### config.mk
export PLATFORM = sky130hd
export DESIGN_NAME = ssx_core
export DESIGN_NICKNAME = d
export VERILOG_FILES = /design/src/ssx_pkg.sv /design/src/ssx_alu.sv /design/src/ssx_core.sv
export SDC_FILE = /design/constraint.sdc
export NUM_CORES = 1
export LEC_CHECK = 0
export ABC_AREA = 1
export BUFFER_PORTS_ARGS = -buffer_cell sky130_fd_sc_hd__clkbuf_2
export CORE_UTILIZATION = 48
export CTS_CLUSTER_SIZE = 20
export DETAILED_ROUTE_END_ITERATION = 16
export PLACE_DENSITY = 0.72
export SETUP_SLACK_MARGIN = 0.4
export SLEW_MARGIN = 20
export SYNTH_ARGS = -nofsm -noshare
export SYNTH_HDL_FRONTEND = slang
export SYNTH_SLANG_ARGS = --single-unit
### constraint.sdc
create_clock -name core_clk -period 1.7 [get_ports core_clk]
set_clock_uncertainty 0.2 [all_clocks]
set_input_delay 0.34 -clock core_clk [delete_from_list [all_inputs] [get_ports core_clk]]
set_output_delay 0.34 -clock core_clk [all_outputs]
set_load 0.01 [all_outputs]
### src/ssx_pkg.sv
package ssx_pkg;
  // Instruction word layout
  localparam int INSTR_W   = 14;
  localparam int DATA_W    = 8;
  localparam int ADDR_W    = 7;
  localparam int DEST_BIT  = 7;
  // Opcode patterns
  localparam logic [1:0]  TOP_LIT     = 2'h3;
  localparam logic [2:0]  SUBL_HI     = 3'h6;
  localparam logic [1:0]  TOP_REG     = 2'h0;
  localparam logic [3:0]  SUBR_OP     = 4'h2;
  localparam logic [3:0]  SWAP_OP     = 4'he;
  localparam logic [13:0] SLEEP_CODE  = 14'h0063;
  // Reset values
  localparam logic [7:0]  ACC_RST     = 8'h00;
  localparam logic [7:0]  WDT_RST     = 8'h00;
  localparam logic [7:0]  PRE_RST     = 8'h00;
  // Phase encodings, one-hot
  typedef enum logic [3:0] {
    SSX_Q1 = 4'h1,
    SSX_Q2 = 4'h2,
    SSX_Q3 = 4'h4,
    SSX_Q4 = 4'h8
  } ssx_phase_e;
  // Decoded operation classes
  typedef enum logic [2:0] {
    SSX_OP_NONE  = 3'h0,
    SSX_OP_SUBL  = 3'h1,
    SSX_OP_SUBR  = 3'h2,
    SSX_OP_SWAP  = 3'h3,
    SSX_OP_SLEEP = 3'h4
  } ssx_op_e;
endpackage

### src/ssx_alu.sv
`timescale 1ns/100ps
// Subtract and nibble-exchange datapath, purely combinational
module ssx_alu #(
  parameter int DATA_W = 8
) (
  // Operands
  input  wire logic [DATA_W-1:0] minuend,
  input  wire logic [DATA_W-1:0] subtrahend,
  // Results
  output logic      [DATA_W-1:0] diff,
  output logic      [DATA_W-1:0] swapped,
  output logic                   no_borrow,
  output logic                   digit_no_borrow,
  output logic                   is_zero
);
  initial begin
    if (DATA_W != 8) $error("ssx_alu supports only 8-bit data");
  end
  // Full and low-nibble differences with borrow bits
  logic [DATA_W:0] full_d;
  logic [4:0]      low_d;
  always_comb begin
    full_d          = {1'b0, minuend} - {1'b0, subtrahend};
    low_d           = {1'b0, minuend[3:0]} - {1'b0, subtrahend[3:0]};
    diff            = full_d[DATA_W-1:0];
    no_borrow       = ~full_d[DATA_W];
    digit_no_borrow = ~low_d[4];
    is_zero         = (full_d[DATA_W-1:0] == '0);
    swapped         = {minuend[3:0], minuend[7:4]};
  end
endmodule

### src/ssx_core.sv
`timescale 1ns/100ps
// Behaviour
// - Literal-subtract computes literal minus accumulator
// - Literal-subtract result replaces accumulator
// - Literal-subtract decoded as 11 110x kkkkkkkk
// - One cycle: decode, read, process, write
// - Subtracts update carry, digit carry, zero only
// - Carry set on no borrow; zero on zero
// - Register-subtract: file minus acc, destination selectable
// - Opcode 00 1110 swaps file nibbles, no flags
// - Swap destination bit picks acc or file
// - Sleep decoded Q1, idle Q2-Q3, sleeps Q4
// - Sleep clears watchdog, prescaler; sets timeout, clears powerdown
// - Sleep code is 00 0000 0110 0011
module ssx_core #(
  parameter int DATA_W = 8,
  parameter int ADDR_W = 7
) (
  // Clock and reset
  input  wire logic              core_clk,
  input  wire logic              nrst,
  // Instruction input, sampled at phase one
  input  wire logic [13:0]       instr_word,
  input  wire logic              instr_valid,
  // File register read data for the addressed register
  input  wire logic [DATA_W-1:0] file_rdata,
  // File register write port
  output logic      [ADDR_W-1:0] file_addr,
  output logic      [DATA_W-1:0] file_wdata,
  output logic                   file_we,
  // Accumulator and status flags
  output logic      [DATA_W-1:0] acc,
  output logic                   carry_flag,
  output logic                   digit_carry_flag,
  output logic                   zero_flag,
  output logic                   timeout_status_bit,
  output logic                   powerdown_status_bit,
  // Power control
  output logic                   sleep_state,
  output logic      [7:0]        watchdog_counter,
  output logic      [7:0]        watchdog_prescaler,
  // Phase indicator
  output logic      [3:0]        phase
);
  initial begin
    if (DATA_W != ssx_pkg::DATA_W) $error("ssx_core needs 8-bit data");
    if (ADDR_W != ssx_pkg::ADDR_W) $error("ssx_core needs 7-bit file address");
  end

  // Phase sequencer state
  ssx_pkg::ssx_phase_e phase_r;
  // Latched instruction fields
  ssx_pkg::ssx_op_e    op_r;
  logic [DATA_W-1:0]   lit_r;
  logic                dest_r;
  logic [ADDR_W-1:0]   addr_r;
  // Operand captured in phase two, result captured in phase three
  logic [DATA_W-1:0]   opnd_r;
  logic [DATA_W-1:0]   res_r;
  logic                c_r;
  logic                dc_r;
  logic                z_r;
  // Register copies of outputs
  logic [DATA_W-1:0]   acc_r;
  logic                carry_r;
  logic                dcarry_r;
  logic                zero_r;
  logic                to_r;
  logic                pd_r;
  logic                sleep_r;
  logic [7:0]          wdt_r;
  logic [7:0]          pre_r;
  logic [DATA_W-1:0]   fwd_r;
  logic                fwe_r;
  // Datapath results
  logic [DATA_W-1:0]   alu_diff;
  logic [DATA_W-1:0]   alu_swap;
  logic                alu_nb;
  logic                alu_dnb;
  logic                alu_z;
  ssx_pkg::ssx_op_e    dec_op;

  // Opcode decoder
  function automatic ssx_pkg::ssx_op_e ssx_decode(input logic [13:0] w);
    ssx_pkg::ssx_op_e o;
    o = ssx_pkg::SSX_OP_NONE;
    if (w[13:12] == ssx_pkg::TOP_LIT && w[11:9] == ssx_pkg::SUBL_HI) begin
      o = ssx_pkg::SSX_OP_SUBL;
    end else if (w == ssx_pkg::SLEEP_CODE) begin
      o = ssx_pkg::SSX_OP_SLEEP;
    end else if (w[13:12] == ssx_pkg::TOP_REG && w[11:8] == ssx_pkg::SUBR_OP) begin
      o = ssx_pkg::SSX_OP_SUBR;
    end else if (w[13:12] == ssx_pkg::TOP_REG && w[11:8] == ssx_pkg::SWAP_OP) begin
      o = ssx_pkg::SSX_OP_SWAP;
    end
    return o;
  endfunction

  assign dec_op = ssx_decode(instr_word);

  // Subtract and swap datapath
  ssx_alu #(
    .DATA_W (DATA_W)
  ) u_alu (
    .minuend         (opnd_r),
    .subtrahend      (acc_r),
    .diff            (alu_diff),
    .swapped         (alu_swap),
    .no_borrow       (alu_nb),
    .digit_no_borrow (alu_dnb),
    .is_zero         (alu_z)
  );

  // Four-phase sequencer, one instruction per loop
  always_ff @(posedge core_clk or negedge nrst) begin
    if (!nrst) begin
      phase_r <= ssx_pkg::SSX_Q1;
    end else begin
      unique case (phase_r)
        ssx_pkg::SSX_Q1: phase_r <= ssx_pkg::SSX_Q2;
        ssx_pkg::SSX_Q2: phase_r <= ssx_pkg::SSX_Q3;
        ssx_pkg::SSX_Q3: phase_r <= ssx_pkg::SSX_Q4;
        ssx_pkg::SSX_Q4: phase_r <= ssx_pkg::SSX_Q1;
        default:         phase_r <= ssx_pkg::SSX_Q1;
      endcase
    end
  end

  // Phase one: decode and latch fields; sleep halts further decode
  always_ff @(posedge core_clk or negedge nrst) begin
    if (!nrst) begin
      op_r   <= ssx_pkg::SSX_OP_NONE;
      lit_r  <= '0;
      dest_r <= 1'b0;
      addr_r <= '0;
    end else if (phase_r == ssx_pkg::SSX_Q1) begin
      op_r   <= (instr_valid && !sleep_r) ? dec_op : ssx_pkg::SSX_OP_NONE;
      lit_r  <= instr_word[7:0];
      dest_r <= instr_word[ssx_pkg::DEST_BIT];
      addr_r <= instr_word[6:0];
    end
  end

  // Phase two: read the literal or the file register
  always_ff @(posedge core_clk or negedge nrst) begin
    if (!nrst) begin
      opnd_r <= '0;
    end else if (phase_r == ssx_pkg::SSX_Q2) begin
      opnd_r <= (op_r == ssx_pkg::SSX_OP_SUBL) ? lit_r : file_rdata;
    end
  end

  // Phase three: process data
  always_ff @(posedge core_clk or negedge nrst) begin
    if (!nrst) begin
      res_r <= '0;
      c_r   <= 1'b0;
      dc_r  <= 1'b0;
      z_r   <= 1'b0;
    end else if (phase_r == ssx_pkg::SSX_Q3) begin
      res_r <= (op_r == ssx_pkg::SSX_OP_SWAP) ? alu_swap : alu_diff;
      c_r   <= alu_nb;
      dc_r  <= alu_dnb;
      z_r   <= alu_z;
    end
  end

  // Phase four: accumulator write-back
  always_ff @(posedge core_clk or negedge nrst) begin
    if (!nrst) begin
      acc_r <= ssx_pkg::ACC_RST;
    end else if (phase_r == ssx_pkg::SSX_Q4) begin
      if (op_r == ssx_pkg::SSX_OP_SUBL) begin
        acc_r <= res_r;
      end else if ((op_r == ssx_pkg::SSX_OP_SUBR || op_r == ssx_pkg::SSX_OP_SWAP) && !dest_r) begin
        acc_r <= res_r;
      end
    end
  end

  // Phase four: file register write-back, pulse one cycle
  always_ff @(posedge core_clk or negedge nrst) begin
    if (!nrst) begin
      fwe_r  <= 1'b0;
      fwd_r  <= '0;
    end else begin
      fwe_r <= (phase_r == ssx_pkg::SSX_Q4) && dest_r &&
               (op_r == ssx_pkg::SSX_OP_SUBR || op_r == ssx_pkg::SSX_OP_SWAP);
      fwd_r <= res_r;
    end
  end

  // Phase four: arithmetic flags, subtracts only; swap leaves them
  always_ff @(posedge core_clk or negedge nrst) begin
    if (!nrst) begin
      carry_r  <= 1'b0;
      dcarry_r <= 1'b0;
      zero_r   <= 1'b0;
    end else if (phase_r == ssx_pkg::SSX_Q4 &&
                 (op_r == ssx_pkg::SSX_OP_SUBL || op_r == ssx_pkg::SSX_OP_SUBR)) begin
      carry_r  <= c_r;
      dcarry_r <= dc_r;
      zero_r   <= z_r;
    end
  end

  // Phase four: sleep entry with watchdog and status updates
  always_ff @(posedge core_clk or negedge nrst) begin
    if (!nrst) begin
      sleep_r <= 1'b0;
      to_r    <= 1'b1;
      pd_r    <= 1'b1;
      wdt_r   <= ssx_pkg::WDT_RST;
      pre_r   <= ssx_pkg::PRE_RST;
    end else if (phase_r == ssx_pkg::SSX_Q4 && op_r == ssx_pkg::SSX_OP_SLEEP) begin
      sleep_r <= 1'b1;
      wdt_r   <= ssx_pkg::WDT_RST;
      pre_r   <= ssx_pkg::PRE_RST;
      to_r    <= 1'b1;
      pd_r    <= 1'b0;
    end
  end

  // Outputs straight from flip-flops
  assign phase                = phase_r;
  assign acc                  = acc_r;
  assign carry_flag           = carry_r;
  assign digit_carry_flag     = dcarry_r;
  assign zero_flag            = zero_r;
  assign timeout_status_bit   = to_r;
  assign powerdown_status_bit = pd_r;
  assign sleep_state          = sleep_r;
  assign watchdog_counter     = wdt_r;
  assign watchdog_prescaler   = pre_r;
  assign file_addr            = addr_r;
  assign file_wdata           = fwd_r;
  assign file_we              = fwe_r;
endmodule

# Word-level counts from Yosys, hierarchy flattened
# Cells that the tools add are included.
[classes] addsub=2 eq_ne=13 muxes=10 bitwise_logic=2 n_reduce_logical=17
[ops] cell="2-to-1 mux 8 bit" count=4
[ops] cell="equality test 14 x 7 -> 1 bit (second input constant)" count=1
[ops] cell="2-to-1 mux 3 bit" count=4
[ops] cell="one-hot mux 4 bit (3 select lines)" count=1
[ops] cell="logical AND 1 bit" count=9
[ops] cell="subtractor 8 x 8 -> 9 bit" count=1
[ops] cell="equality test 4 x 2 -> 1 bit (second input constant)" count=2
[ops] cell="equality test 4 bit (second input constant)" count=2
[ops] cell="logical NOT 8 bit" count=1
[ops] cell="equality test 3 x 2 -> 1 bit (second input constant)" count=2
[ops] cell="equality test 3 bit (second input constant)" count=2
[ops] cell="subtractor 4 x 4 -> 5 bit" count=1
[ops] cell="equality test 4 x 1 -> 1 bit (second input constant)" count=1
[ops] cell="equality test 4 x 3 -> 1 bit (second input constant)" count=1
[ops] cell="equality test 3 x 1 -> 1 bit (second input constant)" count=1
[ops] cell="equality test 2 bit (second input constant)" count=1
[ops] cell="logical NOT 1 bit" count=2
[ops] cell="logical NOT 2 bit" count=1
[ops] cell="logical OR 1 bit" count=2
[ops] cell="2-to-1 mux 2 bit" count=1
[ops] cell="NOT 1 bit" count=2
[ops] cell="AND reduction 2 bit" count=1
[ops] cell="nonzero test 2 bit" count=1
[word_totals] register_bits=64 in_bits=25

# Logic depth before layout (Yosys ltp)
# Gate-level depths: netlist of run 1.
[depth] ltp_word=7 ltp_mapped=13 mapped_depth_nobuf=13

# Cells and area by module
# A second synthesis of run 1 with hierarchy kept.
[unflattened] cells_unflattened=413 area_unflattened_um2=3204.3
[by_module_without_submodules] module="ssx_core" instances=1 cells_each=311 area_each_um2=2627.5 seq_area_each_um2=1403.8
[by_module_without_submodules] module="ssx_alu" instances=1 cells_each=102 area_each_um2=576.8 seq_area_each_um2=0.0

# Worst setup path before layout of run 1
# Ideal clock, no wire load.
[synth_timing] path_type="register -> register" start="register acc_r[0], in the netlist acc[0]" end="register res_r[6]" arrival_time_ps=1573 path_slack_ps=-197 path_stages_with_launch=11 n_path_buf=0 synth_period_minus_slack_ps=1897 path_cell_list="dfrtp_1 -> ha_1 -> fa_1 -> inv_1 -> nand2_1 -> nand2_1 -> nand3_1 -> nand3_1 -> nand2_1 -> o21ai_0 -> nand2_1"
[synth_between] elab_chain_len=2
[synth_rtl] item="start: declaration" line_no="ssx_core.sv:64" text="logic [DATA_W-1:0] acc_r;"
[synth_rtl] item="start signal: assignment" line_no="ssx_core.sv:171" text="acc_r <= ssx_pkg::ACC_RST;"
[synth_rtl] item="start signal: assignment" line_no="ssx_core.sv:174" text="acc_r <= res_r;"
[synth_rtl] item="start signal: assignment" line_no="ssx_core.sv:176" text="acc_r <= res_r;"
[synth_rtl] item="subtractor 8 x 8 -> 9 bit" line_no="ssx_alu.sv:23" text="full_d = {1'b0, minuend} - {1'b0, subtrahend};"
[synth_rtl] item="2-to-1 mux 8 bit" line_no="ssx_core.sv:161" text="res_r <= (op_r == ssx_pkg::SSX_OP_SWAP) ? alu_swap : alu_diff;"
[synth_rtl] item="end signal: assignment" line_no="ssx_core.sv:161"
[synth_rtl] item="end: declaration" line_no="ssx_core.sv:59" text="logic [DATA_W-1:0] res_r;"
# Every way passes these cells.
# A chain may end at the register's enable or synchronous reset.

# Final worst setup path of run 1
[layout_timing] start="register opnd_r[0]" end="register z_r"
[layout_between] elab_chain_len=2
[layout_rtl] item="start: declaration" line_no="ssx_core.sv:58" text="logic [DATA_W-1:0] opnd_r;"
[layout_rtl] item="start signal: assignment" line_no="ssx_core.sv:149" text="opnd_r <= (op_r == ssx_pkg::SSX_OP_SUBL) ? lit_r : file_rdata;"
[layout_rtl] item="subtractor 8 x 8 -> 9 bit" line_no="ssx_alu.sv:23"
[layout_rtl] item="logical NOT 8 bit" line_no="ssx_alu.sv:28" text="is_zero = (full_d[DATA_W-1:0] == '0);"
[layout_rtl] item="end signal: assignment" line_no="ssx_core.sv:164" text="z_r <= alu_z;"
[layout_rtl] item="end: declaration" line_no="ssx_core.sv:62" text="logic z_r;"
# Every way passes these cells.

==> results of run 1 <==
[power by group]
group          switching, mW  internal, mW
Clock                  0.441         0.333
Sequential             0.133          1.54
Combinational          0.720         0.669
Total                   1.29          2.54
[routing by layer]
metal	up-vias	global-route usage (%)
met4	0	13.4
met1	1414	30.9
li1	1337	-
met3	37	6.14
met5	-	0
met2	108	47.3
[sequential cells by signal, indices dropped and copies added, names as in the netlist, 3 cells and up]
signal / cells
phase: 4
opnd_r: 8
acc: 8
lit_r: 8
res_r: 8
op_r: 3
file_wdata: 8
[metrics by stage]
stage	cells	hold slack, ns	utilization [%]	setup slack (ns)	area [µm²]
6_report	553	0.0493	77.0	-0.352	4560
5_1_grt	553	0.0545	77.0	-0.484	4560
4_1_cts	540	0.0493	70.8	-0.273	4190
3_5_place_dp	499	0.118	58.7	-0.264	3480
3_3_place_gp	499	0.115	58.7	-0.204	3480
2_1_floorplan	364	-0.156	-	-0.163	3070
[cells in the mapped netlist, types with 2 or more instances]
master / n
a21oi_1: 13
a21oi_2: 3
a31oi_1: 2
buf_2: 3
buf_4: 19
buf_6: 2
conb_1: 2
dfrtp_1: 54
dfstp_2: 2
ha_1: 8
inv_1: 55
inv_2: 2
nand2_1: 80
nand3_1: 20
nand3b_1: 3
nand4_1: 6
nor2_1: 17
nor3_1: 4
nor4_1: 2
o211ai_1: 6
o21ai_0: 22
o21ai_2: 6
o22ai_1: 2
or2_2: 3
[worst min path at each step]
stage / startpoint / end / slack, ns / depth (start not counted)
detailed placement: nrst / file_wdata[3]$_DFF_PN0_ / 0.12 / 1
global route: instr_word[3] / lit_r[3]$_DFFE_PN0P_ / 0.05 / 3
floorplan: nrst / acc[0]$_DFFE_PN0P_ / -0.16 / 0
CTS: instr_word[3] / lit_r[3]$_DFFE_PN0P_ / 0.05 / 3
global placement: nrst / file_wdata[3]$_DFF_PN0_ / 0.12 / 1
finish: instr_word[5] / lit_r[5]$_DFFE_PN0P_ / 0.05 / 3
[kinds of logic after synthesis]
| kind of cell | after synthesis |
|---|---|
| DFF | 56 |
| buffers and inverters | 82 |
| AOI/OAI and AO/OA | 56 |
| other | 2 |
| xor gates and xnor gates | 1 |
| and+or+nand+nor | 142 |
| muxes | 1 |
| adders and majority gates | 9 |
[worst max-delay path, delay by kind of cell, from the launching register on]
family,cells,cell delay [ns]
buf+inv,1,0.07
simple gates,7,0.62
fa+ha+maj,2,0.69
flops,1,0.39
[layout make-up]
type | count | area [µm²]
repair buffers | 129 | 1050
fillers | 395 | 1360
multi-input cells | 227 | 1670
flip-flops and latches | 56 | 1410
inverters | 57 | 238
well taps | 75 | 93.8
clock buffers | 7 | 86.3
clock inverters | 1 | 7.51
repair inverters | 1 | 7.51
[what timing repair did]
item                                    CTS  global route
hold buffers                              1             0
gates cloned                              5             1
resized for setup                       106            86
endpoints found under the setup margin   79           107
endpoints found under the hold margin    13             0
pin swaps                                26            31
buffers inserted                         27            12
==> results.cfg, run 1 <==
[clock_network]
cts_buffers = 5
clock_sinks = 56
clk_pin_slew_ns = 0.10
cts_tree = yes
h-tree-depth = 2
cts_root_buf = clkbuf_8
cts_buffer_depth = 2
clock_latency_ns = 0.31

[setup_path]
cp_max_fo = 2
r2r-start = opnd_r[0]$_DFFE_PN0P_
critPathMaxStageDelay_ns = 0.53
critical_path_arrival_ns = 2.10
crit_type = flop to flop
cp_slowest_cell = fa_2
critPathRequiredTime_ns = 1.75
r2r_cells = 10
cp_common_cell = nand2_1
setup.worst_path.end_class = flop
r2r-end = z_r$_DFFE_PN0N_
start_kind = flop
r2r_setup_slack_ns = -0.35
crit_chain = inv_2 -> ha_4 -> fa_2 -> nand2_1 -> nand3b_1 -> nor2_1 -> nand3_1 -> nor2_1 -> nand2_1 -> nand2_1
crit_end = z_r$_DFFE_PN0N_
worstSetupStartpoint = opnd_r[0]$_DFFE_PN0P_

[synth]
synthTopCellsByArea = dfrtp_1 (46%), nand2_1 (10%), inv_1 (7.0%)
synthSimpleGateAreaFrac_pct = 22.1
synth_area_per_cell_um2 = 8.42
synth-seq-cells = 56
synthXorXnorAreaFrac_pct = 0.298
synth_top_family_by_area = simple AND/OR/NAND/NOR gates
synthDistinctLibCells = 37
synth_area_um2 = 2940
dominantRegCellSynth = dfrtp_1
seq_area_frac_synth_pct = 47.8
synthAdderAreaFrac_pct = 4.09
yosysTopAreaCell = dfrtp_1
postSynthCellCount = 349
synth_enable_flop_cells = 0
synthArstFlopShare_pct = 100
synth_mux_area_share_pct = 0.511
synth_top_area_share_pct = 46.0
synth_compound_area_share_pct = 11.5
ys_warn_count = 0

[sta]
drv_slew = 0
setup_viol_count_final = 10
setup_tns_ns = -1.30
grt_setup_unrepaired = yes
layout_min_cycle_time_ns = 2.05
hold_viol = 0
timing.final.crit_share_pct = 121
fmax_mhz = 487
fin_ws_ns = -0.352

[cells_and_area]
syn2layout_area_growth_pct = 55.1
antenna_cells = 0
drive_gt1_share_pct = 52.1
most-common-layout-cells = nand2_1 (51), dfrtp_1 (51), inv_1 (44), buf_4 (40), buf_6 (30)
nets = 511

[placement]
dpl.hpwl_mm = 5.15
gp_congestion = 0.900
io_buffer_count = 57

[pwr]
leakage_nw = 2.27
p_per_area_nw_per_um2 = 842
irDropWorstVdd_uv = 584
p_total_mw = 3.84

[floorplanning]
core-area_um2 = 5920
die_h_um = 80.3
rows = 28
initial_utilization_pct = 49.6
boundaryPins = 75
die_area_um2 = 6440
die_x_um = 80.3

[grt]
grt_max_degree = 27
grt_overflow = 0
antenna_found_initial = 0
first_global_vias = 2803
grt_pass1_wl_mm = 13.0
grt_usage_pct = 27.0

[route]
drc = 0
wl_per_cell_um = 16.6
route.met3.wl_um = 441
highest_layer = met4
totalWireLength_mm = 9.16
wl_met1_mm = 3.69
antenna_left = 0
vias = 2896
drt_iter0_drc = 201
met2WireLength_mm = 4.57
dr.pass1.iters = 6
viasPerCell = 5.24

[run_status]
failed_checks = setup timing
status = finished, violations left

[run]
drv_cap = 0

[hold_path]
hp-class = input port to flop
Power figures use the tool's default switching activity.
==> run 2, diff against run 1 <==
--- a/config.mk
+++ b/config.mk
@@ -5,9 +5,8 @@
 export SDC_FILE = /design/constraint.sdc
 export NUM_CORES = 1
 export LEC_CHECK = 0
-export ABC_AREA = 1
 export BUFFER_PORTS_ARGS = -buffer_cell sky130_fd_sc_hd__clkbuf_2
-export CORE_UTILIZATION = 48
+export CORE_UTILIZATION = 47
 export CTS_CLUSTER_SIZE = 20
 export DETAILED_ROUTE_END_ITERATION = 16
 export PLACE_DENSITY = 0.72
==> constraint.sdc (replaced) <==
create_clock -name core_clk -period 1.74 [get_ports core_clk]
set_clock_uncertainty 0.2 [all_clocks]
set_input_delay 0.348 -clock core_clk [delete_from_list [all_inputs] [get_ports core_clk]]
set_output_delay 0.348 -clock core_clk [all_outputs]
set_load 0.01 [all_outputs]
==> results.cfg, run 2 <==
[run_status]
status = finished, violations left
failed_checks = setup timing

[cells_and_area]
antenna_cells = 0
nets = 428
most-common-layout-cells = buf_4 (53), dfrtp_1 (49), buf_6 (42), clkbuf_2 (25), buf_2 (19)
syn2layout_area_growth_pct = 66.0
layout_commonest_cell = buf_4
drive_gt1_share_pct = 64.2

[route]
antenna_left = 0
totalWireLength_mm = 8.37
viasPerCell = 5.27
wl_per_cell_um = 18.0
drc = 0
drt_iter0_drc = 173
vias = 2456
dr.pass1.iters = 4

[setup_path]
start_kind = flop
cp_max_fo = 3
crit_type = flop to flop
critPathRequiredTime_ns = 1.76
setup.worst_path.end_class = flop
critical_path_arrival_ns = 2.31

[grt]
grt_max_degree = 57
first_global_vias = 2474
antenna_found_initial = 0
grt_pass1_wl_mm = 11.8
grt_overflow = 0
grt_usage_pct = 25.7

[pwr]
p_per_area_nw_per_um2 = 887
p_total_mw = 4.06
irDropWorstVdd_uv = 506
leakage_nw = 2.13

[floorplanning]
die_area_um2 = 6170
core-area_um2 = 5570
initial_utilization_pct = 49.5
rows = 27
die_h_um = 78.6
die_x_um = 78.6
boundaryPins = 75

[synth]
synth_area_um2 = 2760
ys_warn_count = 0
synthTopCellsByArea = dfrtp_1 (49%), mux2_2 (8.6%), buf_4 (4.9%)
yosysMostFrequentCell = dfrtp_1
synth_top_area_share_pct = 49.0
dominantRegCellSynth = dfrtp_1
postSynthCellCount = 248
seq_area_frac_synth_pct = 50.9
synthDistinctLibCells = 43
synth_common_cells = dfrtp_1 (54), nor2_1 (31), a21oi_1 (22), mux2_2 (21), buf_4 (18)
synth-seq-cells = 56
yosysTopAreaCell = dfrtp_1
synth_enable_flop_cells = 0
synth_area_per_cell_um2 = 11.1
synthArstFlopShare_pct = 100

[sta]
drv_slew = 0
fmax_mhz = 435
setup_viol_count_final = 30
fin_ws_ns = -0.557
layout_min_cycle_time_ns = 2.30
hold_viol = 0
grt_setup_unrepaired = yes
timing.final.crit_share_pct = 132

[clock_network]
cts_tree = yes
h-tree-depth = 2
cts_root_buf = clkbuf_8
cts_buffers = 5
clock_sinks = 56
clk_pin_slew_ns = 0.10
clock_latency_ns = 0.32
cts_buffer_depth = 2

[hold_path]
hp-class = input port to flop

[placement]
dpl.hpwl_mm = 4.34
gp_congestion = 0.830
dp_slack_ns = -0.582
io_buffer_count = 57

[run]
drv_cap = 0
==> run 2: cell types whose count changed in the layout (fill, tap and decap cells not counted), sizes merged, moves of 4 or more <==
| cell | change |
|---|---|
| o211ai | -6 |
| nor2 | +14 |
| nand2 | -78 |
| buf | +17 |
| inv | -41 |
| nand3 | -19 |
| a21oi | +6 |
| mux2i | +11 |
| o21ai | -23 |
| mux2 | +20 |
| nor4b | +6 |
| or2 | -4 |
==> run 2: logic make-up after synthesis <==
logic type      after synthesis  share of synthesized area, %
fa+ha+maj                     9                          4.36
buf+inv                      37                          7.90
xor+xnor                      4                          1.27
flops                        56                          50.9
compound gates               41                          8.90
mux                          32                          12.6
other cells                   2                         0.272
simple gates                 67                          13.8
==> run 2: report_power, final <==
group | total [mW] | internal, mW | switching (mW)
Clock | 0.853 | 0.423 | 0.430
Sequential | 1.64 | 1.51 | 0.133
Combinational | 1.56 | 0.846 | 0.717
==> run 2: worst max-delay path, stage by stage, from the launching register on <==
cell and delay (ns):
dfrtp_1 0.40, inv_2 0.07, ha_4 0.16, fa_2 0.35, nand2b_4 0.17, a211oi_4 0.30, nor4_2 0.09, nor3_2 0.21
nor2_1 0.08, a31o_1 0.18
==> run 2: final cells by class <==
| type | count | area (µm²) |
|---|---|---|
| clock buffers | 6 | 72.6 |
| repair buffers | 147 | 1250 |
| well taps | 72 | 90.1 |
| clock inverters | 1 | 30.0 |
| multi-input cells | 170 | 1670 |
| fillers | 306 | 998 |
| flip-flops and latches | 56 | 1410 |
| inverters | 14 | 52.6 |
==> run 2: worst paths after layout <==
| check | from | endpoint | slack (ns) | cells after the start |
|---|---|---|---|---|
| worst max-delay path | opnd_r[0]$_DFFE_PN0P_ | z_r$_DFFE_PN0N_ | -0.56 | 9 |
| worst max register to register | opnd_r[0]$_DFFE_PN0P_ | z_r$_DFFE_PN0N_ | -0.56 | 9 |
| max in group asynchronous | nrst | phase[0]$_DFF_PN1_ | 0.69 | 3 |
| min in group asynchronous | nrst | res_r[4]$_DFFE_PN0N_ | 0.36 | 3 |
| worst min register to register | res_r[5]$_DFFE_PN0N_ | file_wdata[5]$_DFF_PN0_ | 0.21 | 0 |
| worst min-delay path | instr_word[1] | lit_r[1]$_DFFE_PN0P_ | 0.07 | 2 |
==> run 2: repair_timing <==
item                                   CTS  global route
endpoints found under the hold margin   54             0
setup endpoints to repair               80            80
pin swaps                               19            14
buffers inserted                        29            16
cloned                                   4             0
resized for setup                       49            89
hold buffers                             1             0
==> run 2: routing by layer <==
| metal | vias up | wire length (µm) | global-route usage (%) |
|---|---|---|---|
| met5 | - | 0 | 0 |
| met4 | 0 | 178 | 11.3 |
| met3 | 20 | 329 | 4.53 |
| met2 | 92 | 4560 | 48.3 |
| met1 | 1220 | 3300 | 27.8 |
| li1 | 1124 | - | - |
==> run 2: stage by stage <==
stage	setup TNS (ns)	std cells	utilization (%)	cell area (µm²)	hold WS, ns
2_1_floorplan	-2.43	263	-	3030	-0.148
3_3_place_gp	-2.44	409	64.1	3570	0.173
3_5_place_dp	-3.16	409	64.1	3570	0.174
4_1_cts	-2.85	450	75.3	4200	0.0673
5_1_grt	-7.14	466	82.1	4580	0.0630
6_report	-4.52	466	82.1	4580	0.0713
==> run 3, diff against run 2 <==
--- a/config.mk
+++ b/config.mk
@@ -10,6 +10,7 @@
 export CTS_CLUSTER_SIZE = 20
 export DETAILED_ROUTE_END_ITERATION = 16
 export PLACE_DENSITY = 0.72
+export REMOVE_ABC_BUFFERS = 1
 export SETUP_SLACK_MARGIN = 0.4
 export SLEW_MARGIN = 20
 export SYNTH_ARGS = -nofsm -noshare
==> results.cfg, run 3 (same netlist as run 2, synthesis figures left out) <==
[floorplanning]
die_area_um2 = 6170
rows = 27
die_h_um = 78.6
boundaryPins = 75
core-area_um2 = 5570
die_x_um = 78.6
initial_utilization_pct = 49.5

[cells_and_area]
antenna_cells = 0
drive_gt1_share_pct = 62.2
syn2layout_area_growth_pct = 65.3
seqCellArea_um2 = 1410
nets = 430
multi_input_area_um2 = 1660
fillers = 292
layout_commonest_cell = buf_4
most-common-layout-cells = buf_4 (54), dfrtp_1 (51), buf_6 (42), clkbuf_2 (24), buf_2 (21)

[sta]
grt_setup_unrepaired = yes
timing.final.crit_share_pct = 130
setup_viol_count_final = 21
drv_slew = 0
layout_min_cycle_time_ns = 2.26
hold_viol = 0
fmax_mhz = 442
fin_ws_ns = -0.520

[pwr]
p_total_mw = 3.91
leakage_nw = 2.16
irDropWorstVdd_uv = 528
p_per_area_nw_per_um2 = 859

[setup_path]
critPathMaxStageDelay_ns = 0.39
crit_family = adder cells
crit_type = flop to flop
start_kind = flop
cp_slowest_cell = dfrtp_1
cp_max_fo = 2
critPathRequiredTime_ns = 1.75
setup.worst_path.end_class = flop
worst-path-buf-inv = 2
critical_path_arrival_ns = 2.28
crit_chain = inv_2 -> ha_4 -> fa_2 -> nand2b_4 -> a211oi_4 -> buf_6 -> o31a_1 -> nor3_2 -> mux2i_1 -> a21oi_1
r2r_setup_slack_ns = -0.52

[grt]
grt_pass1_wl_mm = 12.0
grt_overflow = 0
first_global_vias = 2513
grt_max_degree = 24
grt_usage_pct = 25.6
antenna_found_initial = 0

[route]
viasPerCell = 5.37
vias = 2518
totalWireLength_mm = 8.88
wl_per_cell_um = 18.9
dr.pass1.iters = 4
drc = 0
drt_iter0_drc = 143
antenna_left = 0

[placement]
io_buffer_count = 57
dpl.hpwl_mm = 4.44
dp_slack_ns = -0.614
gp_congestion = 0.833

[run_status]
failed_checks = setup timing
status = finished, violations left

[clock_network]
cts_root_buf = clkbuf_8
cts_buffer_depth = 2
cts_buffers = 5
cts_tree = yes
clk_pin_slew_ns = 0.10
clock_sinks = 56
h-tree-depth = 2
clock_latency_ns = 0.32

[run]
drv_cap = 0

[hold_path]
hp-class = input port to flop
==> run 3: cell types whose count changed in the layout (fill, tap and decap cells not counted), moves of 3 or more <==
cell	change
mux2_2	-8
ha_4	-3
mux2_4	+8
inv_2	-3
ha_1	+3
a21oi_2	+3
==> run 3: stage by stage <==
step / TNS [ns] / utilization [%] / instance area, µm² / cells / hold WS, ns
global placement: -3.68 / 61.5 / 3430 / 418 / 0.120
floorplan: -14.83 / - / 2650 / 240 / -0.148
global route: -5.73 / 81.8 / 4560 / 469 / 0.0718
detailed placement: -4.28 / 61.5 / 3430 / 418 / 0.124
finish: -4.20 / 81.8 / 4560 / 469 / 0.0655
CTS: -3.02 / 74.5 / 4150 / 454 / 0.0752
==> run 3: worst reg2reg max path: stages, from the launching register on <==
cell	delay [ns]
dfrtp_1	0.39
inv_2	0.07
ha_4	0.16
fa_2	0.34
nand2b_4	0.17
a211oi_4	0.24
buf_6	0.13
o31a_1	0.16
nor3_2	0.06
mux2i_1	0.16
a21oi_1	0.08
==> run 3: metal layers <==
layer	vias up	share of wire, %	global-route usage [%]
met5	-	0	0
met4	0	2.5	9.81
met3	20	4.3	5.12
met2	92	52	45.3
met1	1275	41	30.3
li1	1131	-	-
==> run 3: area by class of cell <==
class                   count  share of cell area [%]
clock inverters             1                   0.165
flip-flops and latches     56                    30.9
inverters                  14                    1.21
repair buffers            149                    27.4
well taps                  72                    1.98
multi-input cells         170                    36.5
clock buffers               7                    1.89
==> run 3: what timing repair did <==
item,CTS,global route
setup buffers,22,15
gates resized for setup,96,102
hold buffers,1,0
cloned,5,0
hold endpoints to repair,12,0
setup endpoints to repair,81,82
pin swaps,25,17
==> run 3: where the power goes <==
group	internal (mW)	switching, mW	total [mW]
clock	0.325	0.442	0.767
sequential	1.51	0.148	1.66
combinational	0.796	0.694	1.49
==> run 3: path summary, 6_finish.rpt <==
check / startpoint / endpoint / depth (start not counted)
max: opnd_r[0]$_DFFE_PN0P_ / res_r[6]$_DFFE_PN0N_ / 10
min: instr_word[3] / lit_r[3]$_DFFE_PN0P_ / 2
max reg2reg: opnd_r[0]$_DFFE_PN0P_ / res_r[6]$_DFFE_PN0N_ / 10
min reg2reg: res_r[5]$_DFFE_PN0N_ / file_wdata[5]$_DFF_PN0_ / 0
max in group asynchronous: nrst / phase[0]$_DFF_PN1_ / 3
min in group asynchronous: nrst / lit_r[7]$_DFFE_PN0P_ / 2
